==> src/ebpm_cfg.svh <==
// Purpose: constants for the external bus pin mux and its chip-select assignment register
// Assumes: AXI4-Lite, 32-bit data, one aligned word per register
// Notes: byte offsets; reserved bits read as zero
// Contract
// - cs1 route bit 0 gives chip select 1 to static ctrl, 1 to dram ctrl.
// - cs3 bit 0 plain static select; 1 keeps static select and enables nand logic.
// - cs4 bit 1 enables first card slot logic; 0 plain static select.
// - cs5 bit 1 enables second card slot logic; 0 plain static select.
// - pull-up bit 0 enables data pull-ups on d0..d15; 1 disables them.
// - pad drive code 00 low 1.8V, 01 low 3.3V, 10 high 1.8V, 11 high 3.3V.
// - pins a2..a11 carry dram a0..a9, a13..a14 dram a11..a12 when dram active and cs1 routed to dram.
// - pins a0, a1, a12, a15..a25 static only; dedicated pin carries dram a10.
// - 16 or 32-bit data path, 26 address bits, eight chip selects.
`ifndef EBPM_CFG_SVH
`define EBPM_CFG_SVH

`define EBPM_CSA_OFFSET 12'h11C
`define EBPM_BUSCFG_OFFSET 12'h120
`define EBPM_STATUS_OFFSET 12'h124
`define EBPM_CSA_RESET 32'h0001_0000
`define EBPM_CSA_MASK 32'h0003_013A
`define EBPM_BUSCFG_RESET 32'h0000_0001
`define EBPM_BUSCFG_MASK 32'h0000_0001
`define EBPM_CS1_BIT 1
`define EBPM_CS3_BIT 3
`define EBPM_CS4_BIT 4
`define EBPM_CS5_BIT 5
`define EBPM_PULLUP_BIT 8
`define EBPM_DRIVE_LSB 16
`define EBPM_DRIVE_MSB 17
`define EBPM_WIDE_BIT 0
`define EBPM_BUSY_BIT 8
`define EBPM_RESP_OKAY 2'h0
`define EBPM_RESP_SLVERR 2'h2

`endif

==> src/ebpm_pkg.sv <==
// Purpose: shared types of the external bus pin mux
// Assumes: nothing beyond the cfg header
// Notes: pad drive codes follow the register field encoding
package ebpm_pkg;

	typedef enum logic [1:0] {
		EBPM_DRV_LOW_1V8 = 2'h0,
		EBPM_DRV_LOW_3V3 = 2'h1,
		EBPM_DRV_HIGH_1V8 = 2'h2,
		EBPM_DRV_HIGH_3V3 = 2'h3
	} ebpm_drive_e;

	typedef enum logic {
		EBPM_OWN_STATIC,
		EBPM_OWN_DRAM
	} ebpm_owner_e;

endpackage

==> src/ebpm_axil.sv <==
// Purpose: AXI4-Lite slave front end handing single register accesses to the core
// Assumes: one write and one read outstanding at most
// Notes: address and data may arrive in either order; response one cycle after both
`include "ebpm_cfg.svh"

module ebpm_axil #(
	parameter int AW = 12
) (
	input wire logic aclk,
	input wire logic aresetn,
	input wire logic [AW-1:0] s_axi_awaddr,
	input wire logic s_axi_awvalid,
	output logic s_axi_awready,
	input wire logic [31:0] s_axi_wdata,
	input wire logic [3:0] s_axi_wstrb,
	input wire logic s_axi_wvalid,
	output logic s_axi_wready,
	output logic [1:0] s_axi_bresp,
	output logic s_axi_bvalid,
	input wire logic s_axi_bready,
	input wire logic [AW-1:0] s_axi_araddr,
	input wire logic s_axi_arvalid,
	output logic s_axi_arready,
	output logic [31:0] s_axi_rdata,
	output logic [1:0] s_axi_rresp,
	output logic s_axi_rvalid,
	input wire logic s_axi_rready,
	output logic wr_en,
	output logic [AW-1:0] wr_addr,
	output logic [31:0] wr_data,
	output logic [3:0] wr_strb,
	input wire logic wr_ok,
	output logic [AW-1:0] rd_addr,
	input wire logic [31:0] rd_data,
	input wire logic rd_ok
);

	logic [AW-1:0] awaddr_q;
	logic [31:0] wdata_q;
	logic [3:0] wstrb_q;

	// ready low means the item is held here until the response is taken
	assign wr_en = !s_axi_awready && !s_axi_wready && !s_axi_bvalid;
	assign wr_addr = awaddr_q;
	assign wr_data = wdata_q;
	assign wr_strb = wstrb_q;
	assign rd_addr = s_axi_araddr;

	// write address and data capture
	always_ff @(posedge aclk) begin
		if (!aresetn) begin
			s_axi_awready <= 1'b1;
			s_axi_wready <= 1'b1;
			awaddr_q <= '0;
			wdata_q <= '0;
			wstrb_q <= '0;
		end else begin
			if (s_axi_awvalid && s_axi_awready) begin
				s_axi_awready <= 1'b0;
				awaddr_q <= s_axi_awaddr;
			end
			if (s_axi_wvalid && s_axi_wready) begin
				s_axi_wready <= 1'b0;
				wdata_q <= s_axi_wdata;
				wstrb_q <= s_axi_wstrb;
			end
			if (s_axi_bvalid && s_axi_bready) begin
				s_axi_awready <= 1'b1;
				s_axi_wready <= 1'b1;
			end
		end
	end

	// write response
	always_ff @(posedge aclk) begin
		if (!aresetn) begin
			s_axi_bvalid <= 1'b0;
			s_axi_bresp <= `EBPM_RESP_OKAY;
		end else if (wr_en) begin
			s_axi_bvalid <= 1'b1;
			s_axi_bresp <= wr_ok ? `EBPM_RESP_OKAY : `EBPM_RESP_SLVERR;
		end else if (s_axi_bvalid && s_axi_bready) begin
			s_axi_bvalid <= 1'b0;
		end
	end

	// read channel; data sampled at the address handshake
	always_ff @(posedge aclk) begin
		if (!aresetn) begin
			s_axi_arready <= 1'b1;
			s_axi_rvalid <= 1'b0;
			s_axi_rdata <= '0;
			s_axi_rresp <= `EBPM_RESP_OKAY;
		end else if (s_axi_arvalid && s_axi_arready) begin
			s_axi_arready <= 1'b0;
			s_axi_rvalid <= 1'b1;
			s_axi_rdata <= rd_data;
			s_axi_rresp <= rd_ok ? `EBPM_RESP_OKAY : `EBPM_RESP_SLVERR;
		end else if (s_axi_rvalid && s_axi_rready) begin
			s_axi_rvalid <= 1'b0;
			s_axi_arready <= 1'b1;
		end
	end

endmodule

==> src/ebpm_pin_mux.sv <==
// Purpose: combinational steering of controller signals onto the shared bus pins
// Assumes: applied configuration only changes between accesses
// Notes: outputs are registered by the caller
module ebpm_pin_mux (
	input wire logic owner_dram,
	input wire logic cs1_dram,
	input wire logic nand_en,
	input wire logic [1:0] card_en,
	input wire logic wide_bus,
	input wire logic [25:0] smc_addr,
	input wire logic [7:0] smc_ncs_n,
	input wire logic [31:0] smc_d,
	input wire logic smc_d_oe,
	input wire logic [12:0] sdc_addr,
	input wire logic sdc_cs_n,
	input wire logic [31:0] sdc_d,
	input wire logic sdc_d_oe,
	output logic [25:0] pin_addr,
	output logic pin_a10,
	output logic [7:0] pin_ncs_n,
	output logic pin_nand_cs_n,
	output logic [1:0] pin_card_cs_n,
	output logic [31:0] pin_d,
	output logic [31:0] pin_d_oe
);

	logic oe;

	// address steering
	always_comb begin
		pin_addr = smc_addr;
		pin_a10 = 1'b0;
		if (owner_dram) begin
			pin_addr[11:2] = sdc_addr[9:0];
			pin_addr[14:13] = sdc_addr[12:11];
			pin_a10 = sdc_addr[10];
		end
	end

	// chip selects; nand and card selects are copies gated by their enables
	always_comb begin
		pin_ncs_n = smc_ncs_n;
		pin_ncs_n[1] = cs1_dram ? sdc_cs_n : smc_ncs_n[1];
		pin_nand_cs_n = nand_en ? smc_ncs_n[3] : 1'b1;
		pin_card_cs_n[0] = card_en[0] ? smc_ncs_n[4] : 1'b1;
		pin_card_cs_n[1] = card_en[1] ? smc_ncs_n[5] : 1'b1;
	end

	// data drive; upper half stays off in 16-bit mode
	always_comb begin
		oe = owner_dram ? sdc_d_oe : smc_d_oe;
		pin_d = owner_dram ? sdc_d : smc_d;
		pin_d_oe = {{16{oe && wide_bus}}, {16{oe}}};
	end

endmodule

==> src/ebpm_top.sv <==
// Purpose: chip-select assignment register and shared pin multiplexer of the external bus
// Assumes: controllers run on aclk; data pins are asynchronous and synchronised here
// Notes: routing fields take effect only while both controllers are idle
`include "ebpm_cfg.svh"

module ebpm_top #(
	parameter int ADDR_BITS = 26,
	parameter int NCS = 8
) (
	input wire logic aclk,
	input wire logic aresetn,
	input wire logic [11:0] s_axi_awaddr,
	input wire logic s_axi_awvalid,
	output logic s_axi_awready,
	input wire logic [31:0] s_axi_wdata,
	input wire logic [3:0] s_axi_wstrb,
	input wire logic s_axi_wvalid,
	output logic s_axi_wready,
	output logic [1:0] s_axi_bresp,
	output logic s_axi_bvalid,
	input wire logic s_axi_bready,
	input wire logic [11:0] s_axi_araddr,
	input wire logic s_axi_arvalid,
	output logic s_axi_arready,
	output logic [31:0] s_axi_rdata,
	output logic [1:0] s_axi_rresp,
	output logic s_axi_rvalid,
	input wire logic s_axi_rready,
	input wire logic [ADDR_BITS-1:0] smc_addr,
	input wire logic [NCS-1:0] smc_ncs_n,
	input wire logic smc_busy,
	input wire logic [31:0] smc_d,
	input wire logic smc_d_oe,
	input wire logic [12:0] sdc_addr,
	input wire logic sdc_cs_n,
	input wire logic sdc_active,
	input wire logic [31:0] sdc_d,
	input wire logic sdc_d_oe,
	input wire logic [31:0] ebi_d_pin,
	output logic [ADDR_BITS-1:0] ebi_addr,
	output logic dram_addr10_pin,
	output logic [NCS-1:0] ebi_ncs_n,
	output logic chip_sel3_pin,
	output logic [1:0] card_cs_n,
	output logic [31:0] ebi_d_drv,
	output logic [31:0] ebi_d_oe,
	output logic [31:0] ctrl_rd_data,
	output logic cs1_route_sel,
	output logic cs3_nand_enable,
	output logic cs4_card_slot_a_enable,
	output logic cs5_card_slot_b_enable,
	output logic data_pullup_en,
	output ebpm_pkg::ebpm_drive_e pad_drive_sel,
	output logic data_bus_wide
);

	// merge a byte-enabled write into a register, touching only defined bits
	function automatic logic [31:0] merge_wr(input logic [31:0] old, input logic [31:0] data,
		input logic [3:0] strb, input logic [31:0] mask);
		logic [31:0] be;
		be = {{8{strb[3]}}, {8{strb[2]}}, {8{strb[1]}}, {8{strb[0]}}};
		return (old & ~(be & mask)) | (data & be & mask);
	endfunction

	// pad flops start at the register's reset field values, so no code change follows reset
	localparam logic [31:0] CSA_RST = `EBPM_CSA_RESET;

	logic wr_en;
	logic [11:0] wr_addr;
	logic [31:0] wr_data;
	logic [3:0] wr_strb;
	logic wr_ok;
	logic [11:0] rd_addr;
	logic [31:0] rd_data;
	logic rd_ok;

	logic [31:0] csa_q;
	logic [31:0] buscfg_q;
	logic cs1_act_q;
	logic cs3_act_q;
	logic cs4_act_q;
	logic cs5_act_q;
	logic wide_act_q;
	logic bus_idle;
	logic owner_dram;
	logic [31:0] d_meta_q;

	logic [25:0] mux_addr;
	logic mux_a10;
	logic [7:0] mux_ncs_n;
	logic mux_nand_cs_n;
	logic [1:0] mux_card_cs_n;
	logic [31:0] mux_d;
	logic [31:0] mux_d_oe;

	ebpm_axil #(
		.AW(12)
	) u_axil (
		.aclk(aclk),
		.aresetn(aresetn),
		.s_axi_awaddr(s_axi_awaddr),
		.s_axi_awvalid(s_axi_awvalid),
		.s_axi_awready(s_axi_awready),
		.s_axi_wdata(s_axi_wdata),
		.s_axi_wstrb(s_axi_wstrb),
		.s_axi_wvalid(s_axi_wvalid),
		.s_axi_wready(s_axi_wready),
		.s_axi_bresp(s_axi_bresp),
		.s_axi_bvalid(s_axi_bvalid),
		.s_axi_bready(s_axi_bready),
		.s_axi_araddr(s_axi_araddr),
		.s_axi_arvalid(s_axi_arvalid),
		.s_axi_arready(s_axi_arready),
		.s_axi_rdata(s_axi_rdata),
		.s_axi_rresp(s_axi_rresp),
		.s_axi_rvalid(s_axi_rvalid),
		.s_axi_rready(s_axi_rready),
		.wr_en(wr_en),
		.wr_addr(wr_addr),
		.wr_data(wr_data),
		.wr_strb(wr_strb),
		.wr_ok(wr_ok),
		.rd_addr(rd_addr),
		.rd_data(rd_data),
		.rd_ok(rd_ok)
	);

	// address decode; the status word is read only, so writing it is refused
	function automatic logic wr_ok_rd(input logic [11:0] a);
		return (a == `EBPM_CSA_OFFSET) || (a == `EBPM_BUSCFG_OFFSET) ||
			(a == `EBPM_STATUS_OFFSET);
	endfunction

	assign wr_ok = (wr_addr == `EBPM_CSA_OFFSET) || (wr_addr == `EBPM_BUSCFG_OFFSET);
	assign rd_ok = wr_ok_rd(rd_addr);

	// read mux; unmapped addresses answer zero with an error response
	always_comb begin
		rd_data = 32'h0000_0000;
		unique case (rd_addr)
			`EBPM_CSA_OFFSET: rd_data = csa_q;
			`EBPM_BUSCFG_OFFSET: rd_data = buscfg_q;
			`EBPM_STATUS_OFFSET: begin
				rd_data[`EBPM_CS1_BIT] = cs1_act_q;
				rd_data[`EBPM_CS3_BIT] = cs3_act_q;
				rd_data[`EBPM_CS4_BIT] = cs4_act_q;
				rd_data[`EBPM_CS5_BIT] = cs5_act_q;
				rd_data[`EBPM_BUSY_BIT] = !bus_idle;
			end
			default: rd_data = 32'h0000_0000;
		endcase
	end

	// chip-select assignment register; undefined bits are masked off on write
	always_ff @(posedge aclk) begin
		if (!aresetn) begin
			csa_q <= `EBPM_CSA_RESET;
		end else if (wr_en && wr_addr == `EBPM_CSA_OFFSET) begin
			csa_q <= merge_wr(csa_q, wr_data, wr_strb, `EBPM_CSA_MASK);
		end
	end

	// bus width configuration word
	always_ff @(posedge aclk) begin
		if (!aresetn) begin
			buscfg_q <= `EBPM_BUSCFG_RESET;
		end else if (wr_en && wr_addr == `EBPM_BUSCFG_OFFSET) begin
			buscfg_q <= merge_wr(buscfg_q, wr_data, wr_strb, `EBPM_BUSCFG_MASK);
		end
	end

	// routing is copied only between accesses, so a select never changes owner mid-cycle
	assign bus_idle = !smc_busy && !sdc_active;

	always_ff @(posedge aclk) begin
		if (!aresetn) begin
			cs1_act_q <= 1'b0;
			cs3_act_q <= 1'b0;
			cs4_act_q <= 1'b0;
			cs5_act_q <= 1'b0;
			wide_act_q <= 1'b1;
		end else if (bus_idle) begin
			cs1_act_q <= csa_q[`EBPM_CS1_BIT];
			cs3_act_q <= csa_q[`EBPM_CS3_BIT];
			cs4_act_q <= csa_q[`EBPM_CS4_BIT];
			cs5_act_q <= csa_q[`EBPM_CS5_BIT];
			wide_act_q <= buscfg_q[`EBPM_WIDE_BIT];
		end
	end

	// the dram controller owns the shared pins only when select 1 is routed to it
	assign owner_dram = cs1_act_q && sdc_active;

	ebpm_pin_mux u_mux (
		.owner_dram(owner_dram),
		.cs1_dram(cs1_act_q),
		.nand_en(cs3_act_q),
		.card_en({cs5_act_q, cs4_act_q}),
		.wide_bus(wide_act_q),
		.smc_addr(smc_addr[25:0]),
		.smc_ncs_n(smc_ncs_n[7:0]),
		.smc_d(smc_d),
		.smc_d_oe(smc_d_oe),
		.sdc_addr(sdc_addr),
		.sdc_cs_n(sdc_cs_n),
		.sdc_d(sdc_d),
		.sdc_d_oe(sdc_d_oe),
		.pin_addr(mux_addr),
		.pin_a10(mux_a10),
		.pin_ncs_n(mux_ncs_n),
		.pin_nand_cs_n(mux_nand_cs_n),
		.pin_card_cs_n(mux_card_cs_n),
		.pin_d(mux_d),
		.pin_d_oe(mux_d_oe)
	);

	// pin registers; one cycle of latency from controller to pad
	always_ff @(posedge aclk) begin
		if (!aresetn) begin
			ebi_addr <= '0;
			dram_addr10_pin <= 1'b0;
			ebi_ncs_n <= '1;
			chip_sel3_pin <= 1'b1;
			card_cs_n <= 2'h3;
		end else begin
			ebi_addr <= mux_addr[ADDR_BITS-1:0];
			dram_addr10_pin <= mux_a10;
			ebi_ncs_n <= mux_ncs_n[NCS-1:0];
			chip_sel3_pin <= mux_nand_cs_n;
			card_cs_n <= mux_card_cs_n;
		end
	end

	// data drive registers; enables low in reset so the pads float
	always_ff @(posedge aclk) begin
		if (!aresetn) begin
			ebi_d_drv <= '0;
			ebi_d_oe <= '0;
		end else begin
			ebi_d_drv <= mux_d;
			ebi_d_oe <= mux_d_oe;
		end
	end

	// read data from the pads crosses in from outside, so two stages first
	always_ff @(posedge aclk) begin
		if (!aresetn) begin
			d_meta_q <= '0;
			ctrl_rd_data <= '0;
		end else begin
			d_meta_q <= ebi_d_pin;
			ctrl_rd_data <= d_meta_q;
		end
	end

	// pad configuration follows the register directly; it does not affect ownership
	always_ff @(posedge aclk) begin
		if (!aresetn) begin
			data_pullup_en <= !CSA_RST[`EBPM_PULLUP_BIT];
			pad_drive_sel <= ebpm_pkg::ebpm_drive_e'(CSA_RST[`EBPM_DRIVE_MSB:`EBPM_DRIVE_LSB]);
		end else begin
			data_pullup_en <= !csa_q[`EBPM_PULLUP_BIT];
			pad_drive_sel <= ebpm_pkg::ebpm_drive_e'(csa_q[`EBPM_DRIVE_MSB:`EBPM_DRIVE_LSB]);
		end
	end

	// applied mode flags for the controllers and pad logic
	always_ff @(posedge aclk) begin
		if (!aresetn) begin
			cs1_route_sel <= 1'b0;
			cs3_nand_enable <= 1'b0;
			cs4_card_slot_a_enable <= 1'b0;
			cs5_card_slot_b_enable <= 1'b0;
			data_bus_wide <= 1'b1;
		end else begin
			cs1_route_sel <= cs1_act_q;
			cs3_nand_enable <= cs3_act_q;
			cs4_card_slot_a_enable <= cs4_act_q;
			cs5_card_slot_b_enable <= cs5_act_q;
			data_bus_wide <= wide_act_q;
		end
	end

endmodule

==> config.mk <==
export PLATFORM = sky130hd
export DESIGN_NAME = ebpm_top
export DESIGN_NICKNAME = d
export VERILOG_FILES = /design/src/ebpm_pkg.sv /design/src/ebpm_axil.sv /design/src/ebpm_pin_mux.sv /design/src/ebpm_top.sv
export VERILOG_INCLUDE_DIRS = /design/src
export SDC_FILE = /design/constraint.sdc
export NUM_CORES = 1
export LEC_CHECK = 0
export BUFFER_PORTS_ARGS = -buffer_cell sky130_fd_sc_hd__buf_2
export CAP_MARGIN = 20
export CORE_ASPECT_RATIO = 1.5
export CORE_MARGIN = 8
export CORE_UTILIZATION = 30
export DETAILED_ROUTE_END_ITERATION = 12
export PLACE_DENSITY = 0.6
export RECOVER_POWER = 100
export SYNTH_ARGS = -nofsm -noshare
export SYNTH_HDL_FRONTEND = slang
export SYNTH_SLANG_ARGS = --single-unit
==> constraint.sdc <==
create_clock -name aclk -period 2.4 [get_ports aclk]
set_clock_uncertainty 0.15 [all_clocks]
set_input_delay 0.48 -clock aclk [delete_from_list [all_inputs] [get_ports aclk]]
set_output_delay 0.48 -clock aclk [all_outputs]
set_load 0.005 [all_outputs]
==> impl_metrics.tcl, run 1 <==
set metrics [dict create \
    outcome "finished, final reports clean" \
    grt_pass1_wl_mm 29.9 \
    cts_buffer_depth 2 \
    path_cells "buf_2" \
    ys_warn_count 0 \
    endpoint_kind "output pin" \
    cts_tree "built" \
    drv_slew 0 \
    design.portCount 398 \
    synthMuxAreaShare_pct 1.20 \
    clk-insertion-delay-late_ps 420 \
    seq_area_frac_synth_pct 57.7 \
    drt_pass1_iterations 4 \
    rsz0062_at_grt "no" \
    post_cts_buffers 0 \
    vias_per_cell 4.21 \
    grt_pass1_vias 5397 \
    synth-compound-area-share_pct 11.0 \
    synth-edff-count 0 \
    grt_usage_pct 13.9 \
    gp_congestion 0.748 \
    synth_cell_types 37 \
    dominantRegCellSynth "dfxtp_1" \
    wl_per_cell_um 15.6 \
    instances_no_fill 1293 \
    ir_drop_uv 429 \
    dieArea_um2 27700 \
    cts_buffers 17 \
    min_path_type "in -> reg" \
    die_w_um 139 \
    finalCritPeriodShare_pct 77.9 \
    area_delta_synth_final_pct 31.8 \
    path_class "reg -> out" \
    worstPathRequired_ps 1770 \
    tightest_slew_ps 890 \
    p_leak_nw 3.98 \
    drive_above_1_share_pct 25.6 \
    clk_pin_slew_ps 80 \
    finalSetupTns_ps 0 \
    yosys.area_share.simple_pct 21.5 \
    slew_headroom_pct 40.6 \
    grt_use_met3_pct 6.04 \
    synth_seq_cells 195 \
    die_y_um 200 \
    postCtsHoldBufs 0 \
    via_count 5440 \
    path_buf_inv 1 \
    critical-path-max-stage-delay_ps 610 \
    utilization_pct 40.2 \
    nNetsFinal 1219 \
    drc_errors 0 \
    finalSetupViolCount 0 \
    fin_area_um2 8920 \
    async_flop_share_pct 0 \
    worst_ep_arrival_time_ps 1240 \
    cpLargestDelayFamily "flip-flops" \
    htree_levels 4 \
    antenna_found_initial 1 \
    synth_top_family_by_area "simple AND/OR/NAND/NOR gates" \
    synthAdderAreaFrac_pct 0 \
    clock_sinks 195 \
    worstSetupStartpointType "flip-flop" \
    synth_xor_xnor_area_share_pct 0 \
    n_antenna_cell 0 \
    gr-usage-met2_pct 23.1 \
    port_buffers 346 \
    power_mw 6.90 \
    synthCells 698 \
    core-area_um2 22200 \
    cts-root-buf "clkbuf_16" \
    grt_busiest_layer "met2" \
    num_rows 67 \
    place_hpwl_mm 15.9 \
    cts_repair_resize_count 0 \
    synth_area_um2 6770 \
    ant_nets 0 \
    drt_iter0_markers 214 \
    dpl-instance-area_um2 8510 \
    power_density_nw_per_um2 774 \
    dp_cells 1261 \
    wl_mm 20.2 \
    critical_path.max_fanout 16 \
    fmax_mhz 535 \
    crit_slowest_cell "dfxtp_1" \
    final_hold_viol_count 0 \
    grt_max_degree 62 \
    start_util_pct 30.5 \
    overflow 0 \
    grt_use_met1_pct 15.6 \
    min_period_ps 1870 \
    cap_violations 0 \
    syn_area_per_cell_um2 9.70 \
]
[flip-flops by register name, indices dropped and copies added, names as in the netlist, 3 cells and up, named ones only]
name / flops
ebi_addr: 26
d_meta_q: 32
ebi_d_drv: 32
ebi_ncs_n: 8
u_axil.wr_data: 8
ctrl_rd_data: 32
u_axil.wr_addr: 12
u_axil.s_axi_rdata: 8
u_axil.wr_strb: 3
[cells by family after synthesis]
group                  after synthesis
muxes                                8
DFF                                195
AOI/OAI and AO/OA                  104
other                                1
and+or+nand+nor                    292
buffers and inverters               98
[power breakdown]
| part | switching [mW] | internal (mW) |
|---|---|---|
| sequential | 0.0518 | 3.38 |
| combinational | 0.263 | 0.260 |
| clock | 1.35 | 1.59 |
| total | 1.67 | 5.23 |
[layout by cell type (no fill, tap or decap), types with 2 or more instances in the layout]
master,count
a21boi_0,75
a21boi_1,2
a21oi_1,3
a221oi_1,4
and2_0,29
and2_1,57
and3_1,3
buf_12,3
buf_2,214
buf_4,3
bufinv_16,2
clkbuf_1,132
clkbuf_16,17
clkbuf_2,2
clkinv_2,2
clkinv_8,2
clkinvlp_4,2
conb_1,26
dfxtp_1,195
inv_1,5
inv_6,2
inv_8,5
mux2i_1,7
nand2_1,161
nand2b_1,11
nand3_1,6
nand3b_1,3
nand4_1,2
nor2_1,6
nor3_1,2
nor4b_1,2
o21ai_0,15
[synthesized netlist by cell type (2+ instances only)]
master	instances	area (um^2)
nor2_1	6	22.5
nor4b_1	2	17.5
a21boi_1	3	22.5
nand2b_1	11	68.8
and3_1	3	18.8
buf_4	56	420
mux2i_1	7	70.1
a221oi_1	4	35.0
dfxtp_1	195	3900
buf_2	3	15.0
a21boi_0	74	556
nand2_1	161	604
clkbuf_1	34	128
and2_1	87	544
nand4_1	2	12.5
o21ai_0	15	75.1
a21oi_1	3	15.0
nand3_1	6	30.0
inv_1	5	18.8
nor3_1	2	10.0
nand3b_1	3	22.5
[final cells by class]
type / count / area (um^2)
clock inverters: 15 / 191
fillers: 2340 / 13300
flip-flops and latches: 195 / 3900
inverters: 5 / 18.8
well taps: 276 / 345
multi-input cells: 430 / 2370
clock buffers: 17 / 425
repair buffers: 355 / 1660
[path summary, 6_finish.rpt]
check                                                  end                            start  cells after the start  slack, ps
worst max-delay path                          ebi_d_oe[19]          ebi_d_oe[16]$_SDFF_PN0_                      1        530
worst max register to register                   flip-flop  u_axil.wr_addr[11]$_SDFFE_PN0P_                      4        580
worst min register to register  ctrl_rd_data[1]$_SDFF_PN0_           d_meta_q[1]$_SDFF_PN0_                      1        280
worst min-delay path               ebi_ncs_n[0]$_SDFF_PN1_                     smc_ncs_n[0]                      2         80
[layer usage]
layer | vias up | part of all wire, %
li1 | 2765 | -
met1 | 2415 | 41
met2 | 239 | 49
met3 | 19 | 8.3
met4 | 2 | 1.5
met5 | - | 0.064
[metrics by stage]
stage                     setup slack [ps]  hold slack, ps
after floorplan                        564             228
after detailed placement               272             264
after CTS                              485            46.1
final                                  529            78.1
after global placement                 325             264
after global routing                   414            45.9
Power figures use the tool's default switching activity.
==> run 2: changes to the inputs <==
Settings changed: PLACE_DENSITY 0.6 to 0.62.
Clock period 2.4 ns to 1.72 ns, I/O delays scaled along.
==> run 2 against run 1 <==
Routed wire length increased by 8.3%. Critical path depth up 3. Final cell count rose by 11%. Global-route usage is 1.3 points higher. First-iteration DRC count is 12% lower.
==> impl_metrics.tcl, run 2 (same netlist as run 1, synthesis figures left out) <==
set metrics [dict create \
    antenna_found_initial 3 \
    fin_area_um2 10300 \
    via_count 6041 \
    drv_slew 0 \
    worst_ep_arrival_time_ps 1810 \
    gp_congestion 0.786 \
    wl_per_cell_um 15.2 \
    num_rows 67 \
    vias_per_cell 4.20 \
    cts_buffer_depth 2 \
    p_sw_mw 2.33 \
    final_common_cell "buf_2" \
    design.portCount 398 \
    fmax_mhz 610 \
    grt_usage_pct 15.2 \
    drc_errors 0 \
    cap_violations 0 \
    tightest_slew_ps 988 \
    power_density_nw_per_um2 946 \
    power_mw 9.76 \
    largestRegisters "ctrl_rd_data: 32 flops, d_meta_q: 32 flops, ebi_d_drv: 32 flops" \
    clock_sinks 195 \
    p_seq_share_pct 49.2 \
    clk-insertion-delay-late_ps 430 \
    slew_headroom_pct 34.1 \
    port_buffers 346 \
    outcome "finished, final reports clean" \
    grt_max_degree 53 \
    swShare_pct 23.9 \
    most-common-layout-cells "buf_2 (208), dfxtp_1 (193), nand2_1 (161)" \
    hold-worst-slack_ps 24.4 \
    grt_pass1_wl_mm 33.6 \
    place_hpwl_mm 16.0 \
    grt_pass1_vias 6440 \
    area_delta_synth_final_pct 52.4 \
    ant_nets 0 \
    critical_path.max_fanout 4 \
    die_y_um 200 \
    endpoint_kind "flip-flop" \
    htree_levels 4 \
    p_leak_nw 4.55 \
    final_hold_viol_count 0 \
    cts_buffers 17 \
    finalSetupViolCount 0 \
    overflow 0 \
    finalCritPeriodShare_pct 95.2 \
    nNetsFinal 1361 \
    dpl-instance-area_um2 8590 \
    path_class "reg -> reg" \
    internal-power_mw 7.43 \
    finalSetupTns_ps 0 \
    clk_pin_slew_ps 70 \
    start_util_pct 30.5 \
    wl_mm 21.9 \
    core-area_um2 22200 \
    drt_iter0_markers 189 \
    drt_pass1_iterations 4 \
    dieArea_um2 27700 \
    drive_above_1_share_pct 23.3 \
    cts-root-buf "clkbuf_16" \
    worstPathRequired_ps 1890 \
    worstSetupStartpointType "flip-flop" \
    die_w_um 139 \
    ir_drop_uv 678 \
    pwr-share-clk_pct 40.6 \
    min_path_type "in -> reg" \
    min_period_ps 1640 \
    combPwrFrac_pct 10.2 \
    cts_tree "built" \
]
[run 2: cell types whose count changed in the layout (fill, tap and decap cells not counted), moves of 2 or more]
cell,delta
and2_1,+19
inv_6,+2
diode_2,+2
clkbuf_1,+7
buf_4,+11
dfxtp_1,-2
clkinv_2,-2
dfxtp_2,+2
inv_8,-3
dlygate4sd3_1,+130
clkinv_4,+2
buf_2,-6
clkbuf_8,+2
and2_0,-18
[run 2: final cells by class]
cell class / count / area [um^2]
clock inverters: 12 / 136
flip-flops and latches: 195 / 3910
fillers: 2171 / 11900
well taps: 276 / 345
repair buffers: 497 / 3060
inverters: 5 / 18.8
clock buffers: 20 / 457
multi-input cells: 430 / 2390
diodes: 2 / 5.00
[run 2: layer usage]
layer | track usage (%) | vias to the layer above | share of wire (%)
met5 | 0 | - | 0.059
met4 | 6.23 | 2 | 2.0
met3 | 6.25 | 26 | 7.9
met2 | 27.2 | 233 | 51
met1 | 15.5 | 2727 | 39
li1 | - | 3053 | -
[run 2: per-stage QoR]
step	instances	util (%)	worst slack (ps)
detailed placement	1273	38.7	-283
finish	1437	46.4	82.0
floorplan	723	-	9.58
global placement	1273	38.7	-243
CTS	1435	47.2	10.1
global route	1437	46.4	-0.742
[run 2: final timing paths]
kind	from	end	slack, ps	cells after the start
worst max-delay path	cs1_act_q$_SDFFE_PN0P_	ebi_ncs_n[1]$_SDFF_PN1_	80	4
worst min-delay path	s_axi_wdata[1]	u_axil.wr_data[1]$_SDFFE_PN0P_	20	3
worst max register to register	cs1_act_q$_SDFFE_PN0P_	ebi_ncs_n[1]$_SDFF_PN1_	80	4
worst min register to register	d_meta_q[14]$_SDFF_PN0_	ctrl_rd_data[14]$_SDFF_PN0_	280	1
[run 2: power groups by stage]
stage	Combinational [mW]	Clock, mW	Sequential [mW]
2_1_floorplan	0.381	0	4.91
3_3_place_gp	0.801	0	4.89
3_5_place_dp	0.809	0	4.89
4_1_cts	1.05	4.12	4.79
5_1_grt	1.11	4.27	4.82
6_report	0.997	3.96	4.80
[run 2: timing repair]
| action | 4_1_cts | 5_1_grt |
|---|---|---|
| setup buffers | 0 | 0 |
| hold buffers | 130 | 0 |
| gates resized for setup | 1 | 5 |
| endpoints found under the hold margin | 112 | 0 |
| pin swaps | 0 | 1 |
| setup endpoints to repair | 16 | 21 |
[run 2: worst max-delay path, stage by stage (launching register included)]
cell and delay, ps:
dfxtp_1 420, buf_4 170, mux2i_1 180, dlygate4sd3_1 560, nand2_1 50
==> run 3: changes to the inputs <==
Settings changed: REMOVE_ABC_BUFFERS set to 1.
==> run 3 against run 2 <==
Routed wire length up 2.0%. Sequential share of layout area fell by 0.57 points. Worst hold slack better by 5.5 ps. Global-route usage grew 0.66 points. Maximum frequency is 0.69% higher. Critical path depth is the same. Via count grew 3.3%. Register-to-register slack barely moved. Cell area is 1.5% higher. Final cell count up 1.3%. Die area stayed put. Combinational power about the same.
==> impl_metrics.tcl, run 3 (same netlist as run 1, synthesis figures left out) <==
set metrics [dict create \
    htree_levels 4 \
    clock_sinks 195 \
    wl_mm 22.3 \
    grt_max_degree 56 \
    cts_buffer_depth 2 \
    drt_iter0_markers 199 \
    antenna_found_initial 1 \
    critical_path.max_fanout 2 \
    hold-worst-slack_ps 29.9 \
    clk-insertion-delay-late_ps 440 \
    rsz0062_at_grt "no" \
    via_count 6238 \
    die_w_um 139 \
    dieArea_um2 27700 \
    die_y_um 200 \
    final_hold_viol_count 0 \
    drive_above_1_share_pct 22.1 \
    ant_nets 0 \
    power_density_nw_per_um2 949 \
    design.portCount 398 \
    grt_usage_pct 15.9 \
    clk_pin_slew_ps 80 \
    worst_ep_arrival_time_ps 1810 \
    place_hpwl_mm 15.9 \
    min_period_ps 1630 \
    tightest_slew_ps 817 \
    largestRegisters "ctrl_rd_data: 32 flops, d_meta_q: 32 flops, ebi_d_drv: 32 flops" \
    cap_violations 0 \
    post_cts_buffers 0 \
    drt_pass1_iterations 4 \
    vias_per_cell 4.29 \
    port_buffers 346 \
    core-area_um2 22200 \
    dpl-instance-area_um2 8640 \
    overflow 0 \
    drv_slew 0 \
    cts-root-buf "clkbuf_16" \
    path_class "reg -> reg" \
    power_mw 9.94 \
    worstPathRequired_ps 1900 \
    slew_headroom_pct 45.5 \
    final_common_cell "buf_2" \
    finalSetupViolCount 0 \
    area_delta_synth_final_pct 54.7 \
    nNetsFinal 1379 \
    most-common-layout-cells "buf_2 (201), dfxtp_1 (193), nand2_1 (161)" \
    worstSetupStartpointType "flip-flop" \
    finalCritPeriodShare_pct 94.6 \
    p_leak_nw 4.58 \
    min_path_type "in -> reg" \
    wl_per_cell_um 15.3 \
    endpoint_kind "flip-flop" \
    cts_buffers 17 \
    grt_pass1_vias 6655 \
    grt_pass1_wl_mm 35.0 \
    fmax_mhz 615 \
    cts_tree "built" \
    drc_errors 0 \
    fin_area_um2 10500 \
    outcome "finished, final reports clean" \
    ir_drop_uv 585 \
    gp_congestion 0.743 \
    start_util_pct 30.5 \
    num_rows 67 \
]
run 3: cell types whose count changed in the layout (fill, tap and decap cells not counted), sizes merged:
cell         delta
buf            -11
bufinv          +1
clkbuf         +15
clkinv          -2
dlygate4sd3    +13
inv             +2
run 3: routing by layer:
metal / track usage (%) / routed length [um]
met2: 29.3 / 11800
met5: 0 / 0
met3: 5.80 / 1740
met1: 15.2 / 8070
met4: 8.51 / 711
run 3: through the flow:
| stage | std cells | setup slack (ps) | util, % | setup TNS (ps) |
|---|---|---|---|---|
| 3_3_place_gp | 1278 | -231 | 38.9 | -1830 |
| 6_report | 1455 | 93.2 | 47.1 | 0 |
| 4_1_cts | 1453 | 7.58 | 48.1 | 0 |
| 2_1_floorplan | 630 | -109 | - | -110 |
| 3_5_place_dp | 1278 | -238 | 38.9 | -1860 |
| 5_1_grt | 1454 | 9.58 | 47.1 | 0 |
run 3: area by class of cell:
class / count / area, um^2
Inverter: 5 / 18.8
Tap cell: 276 / 345
Clock inverter: 13 / 161
Timing Repair Buffer: 515 / 3200
Sequential cell: 195 / 3910
Clock buffer: 19 / 453
Antenna cell: 2 / 5.00
Multi-Input combinational cell: 430 / 2380
Fill cell: 2134 / 11700
run 3: timing repair:
action / CTS / global route
endpoints found under the setup margin: 0 / 37
hold buffers: 143 / 0
endpoints found under the hold margin: 116 / 0
resized for setup: 0 / 4
run 3: worst paths after layout:
check | from | to | slack, ps | cells after the start
hold / removal | sdc_addr[4] | ebi_addr[6]$_SDFF_PN0_ | 30 | 3
setup reg to reg | u_axil.wr_addr[0]$_SDFFE_PN0P_ | flip-flop | 90 | 4
setup / recovery | u_axil.wr_addr[0]$_SDFFE_PN0P_ | flip-flop | 90 | 4
hold reg to reg | d_meta_q[23]$_SDFF_PN0_ | ctrl_rd_data[23]$_SDFF_PN0_ | 280 | 1
run 3: report_power, final:
part / leakage [nW] / switching (mW) / internal [mW]
clock: 0.297 / 1.84 / 2.28
sequential: 1.61 / 0.0767 / 4.72
combinational: 2.68 / 0.435 / 0.592
run 3: critical path: stages (launching register included):
cell and delay (ps):
dfxtp_1 320, nor4_1 310, and3_1 240, and3_1 190, mux2_1 310
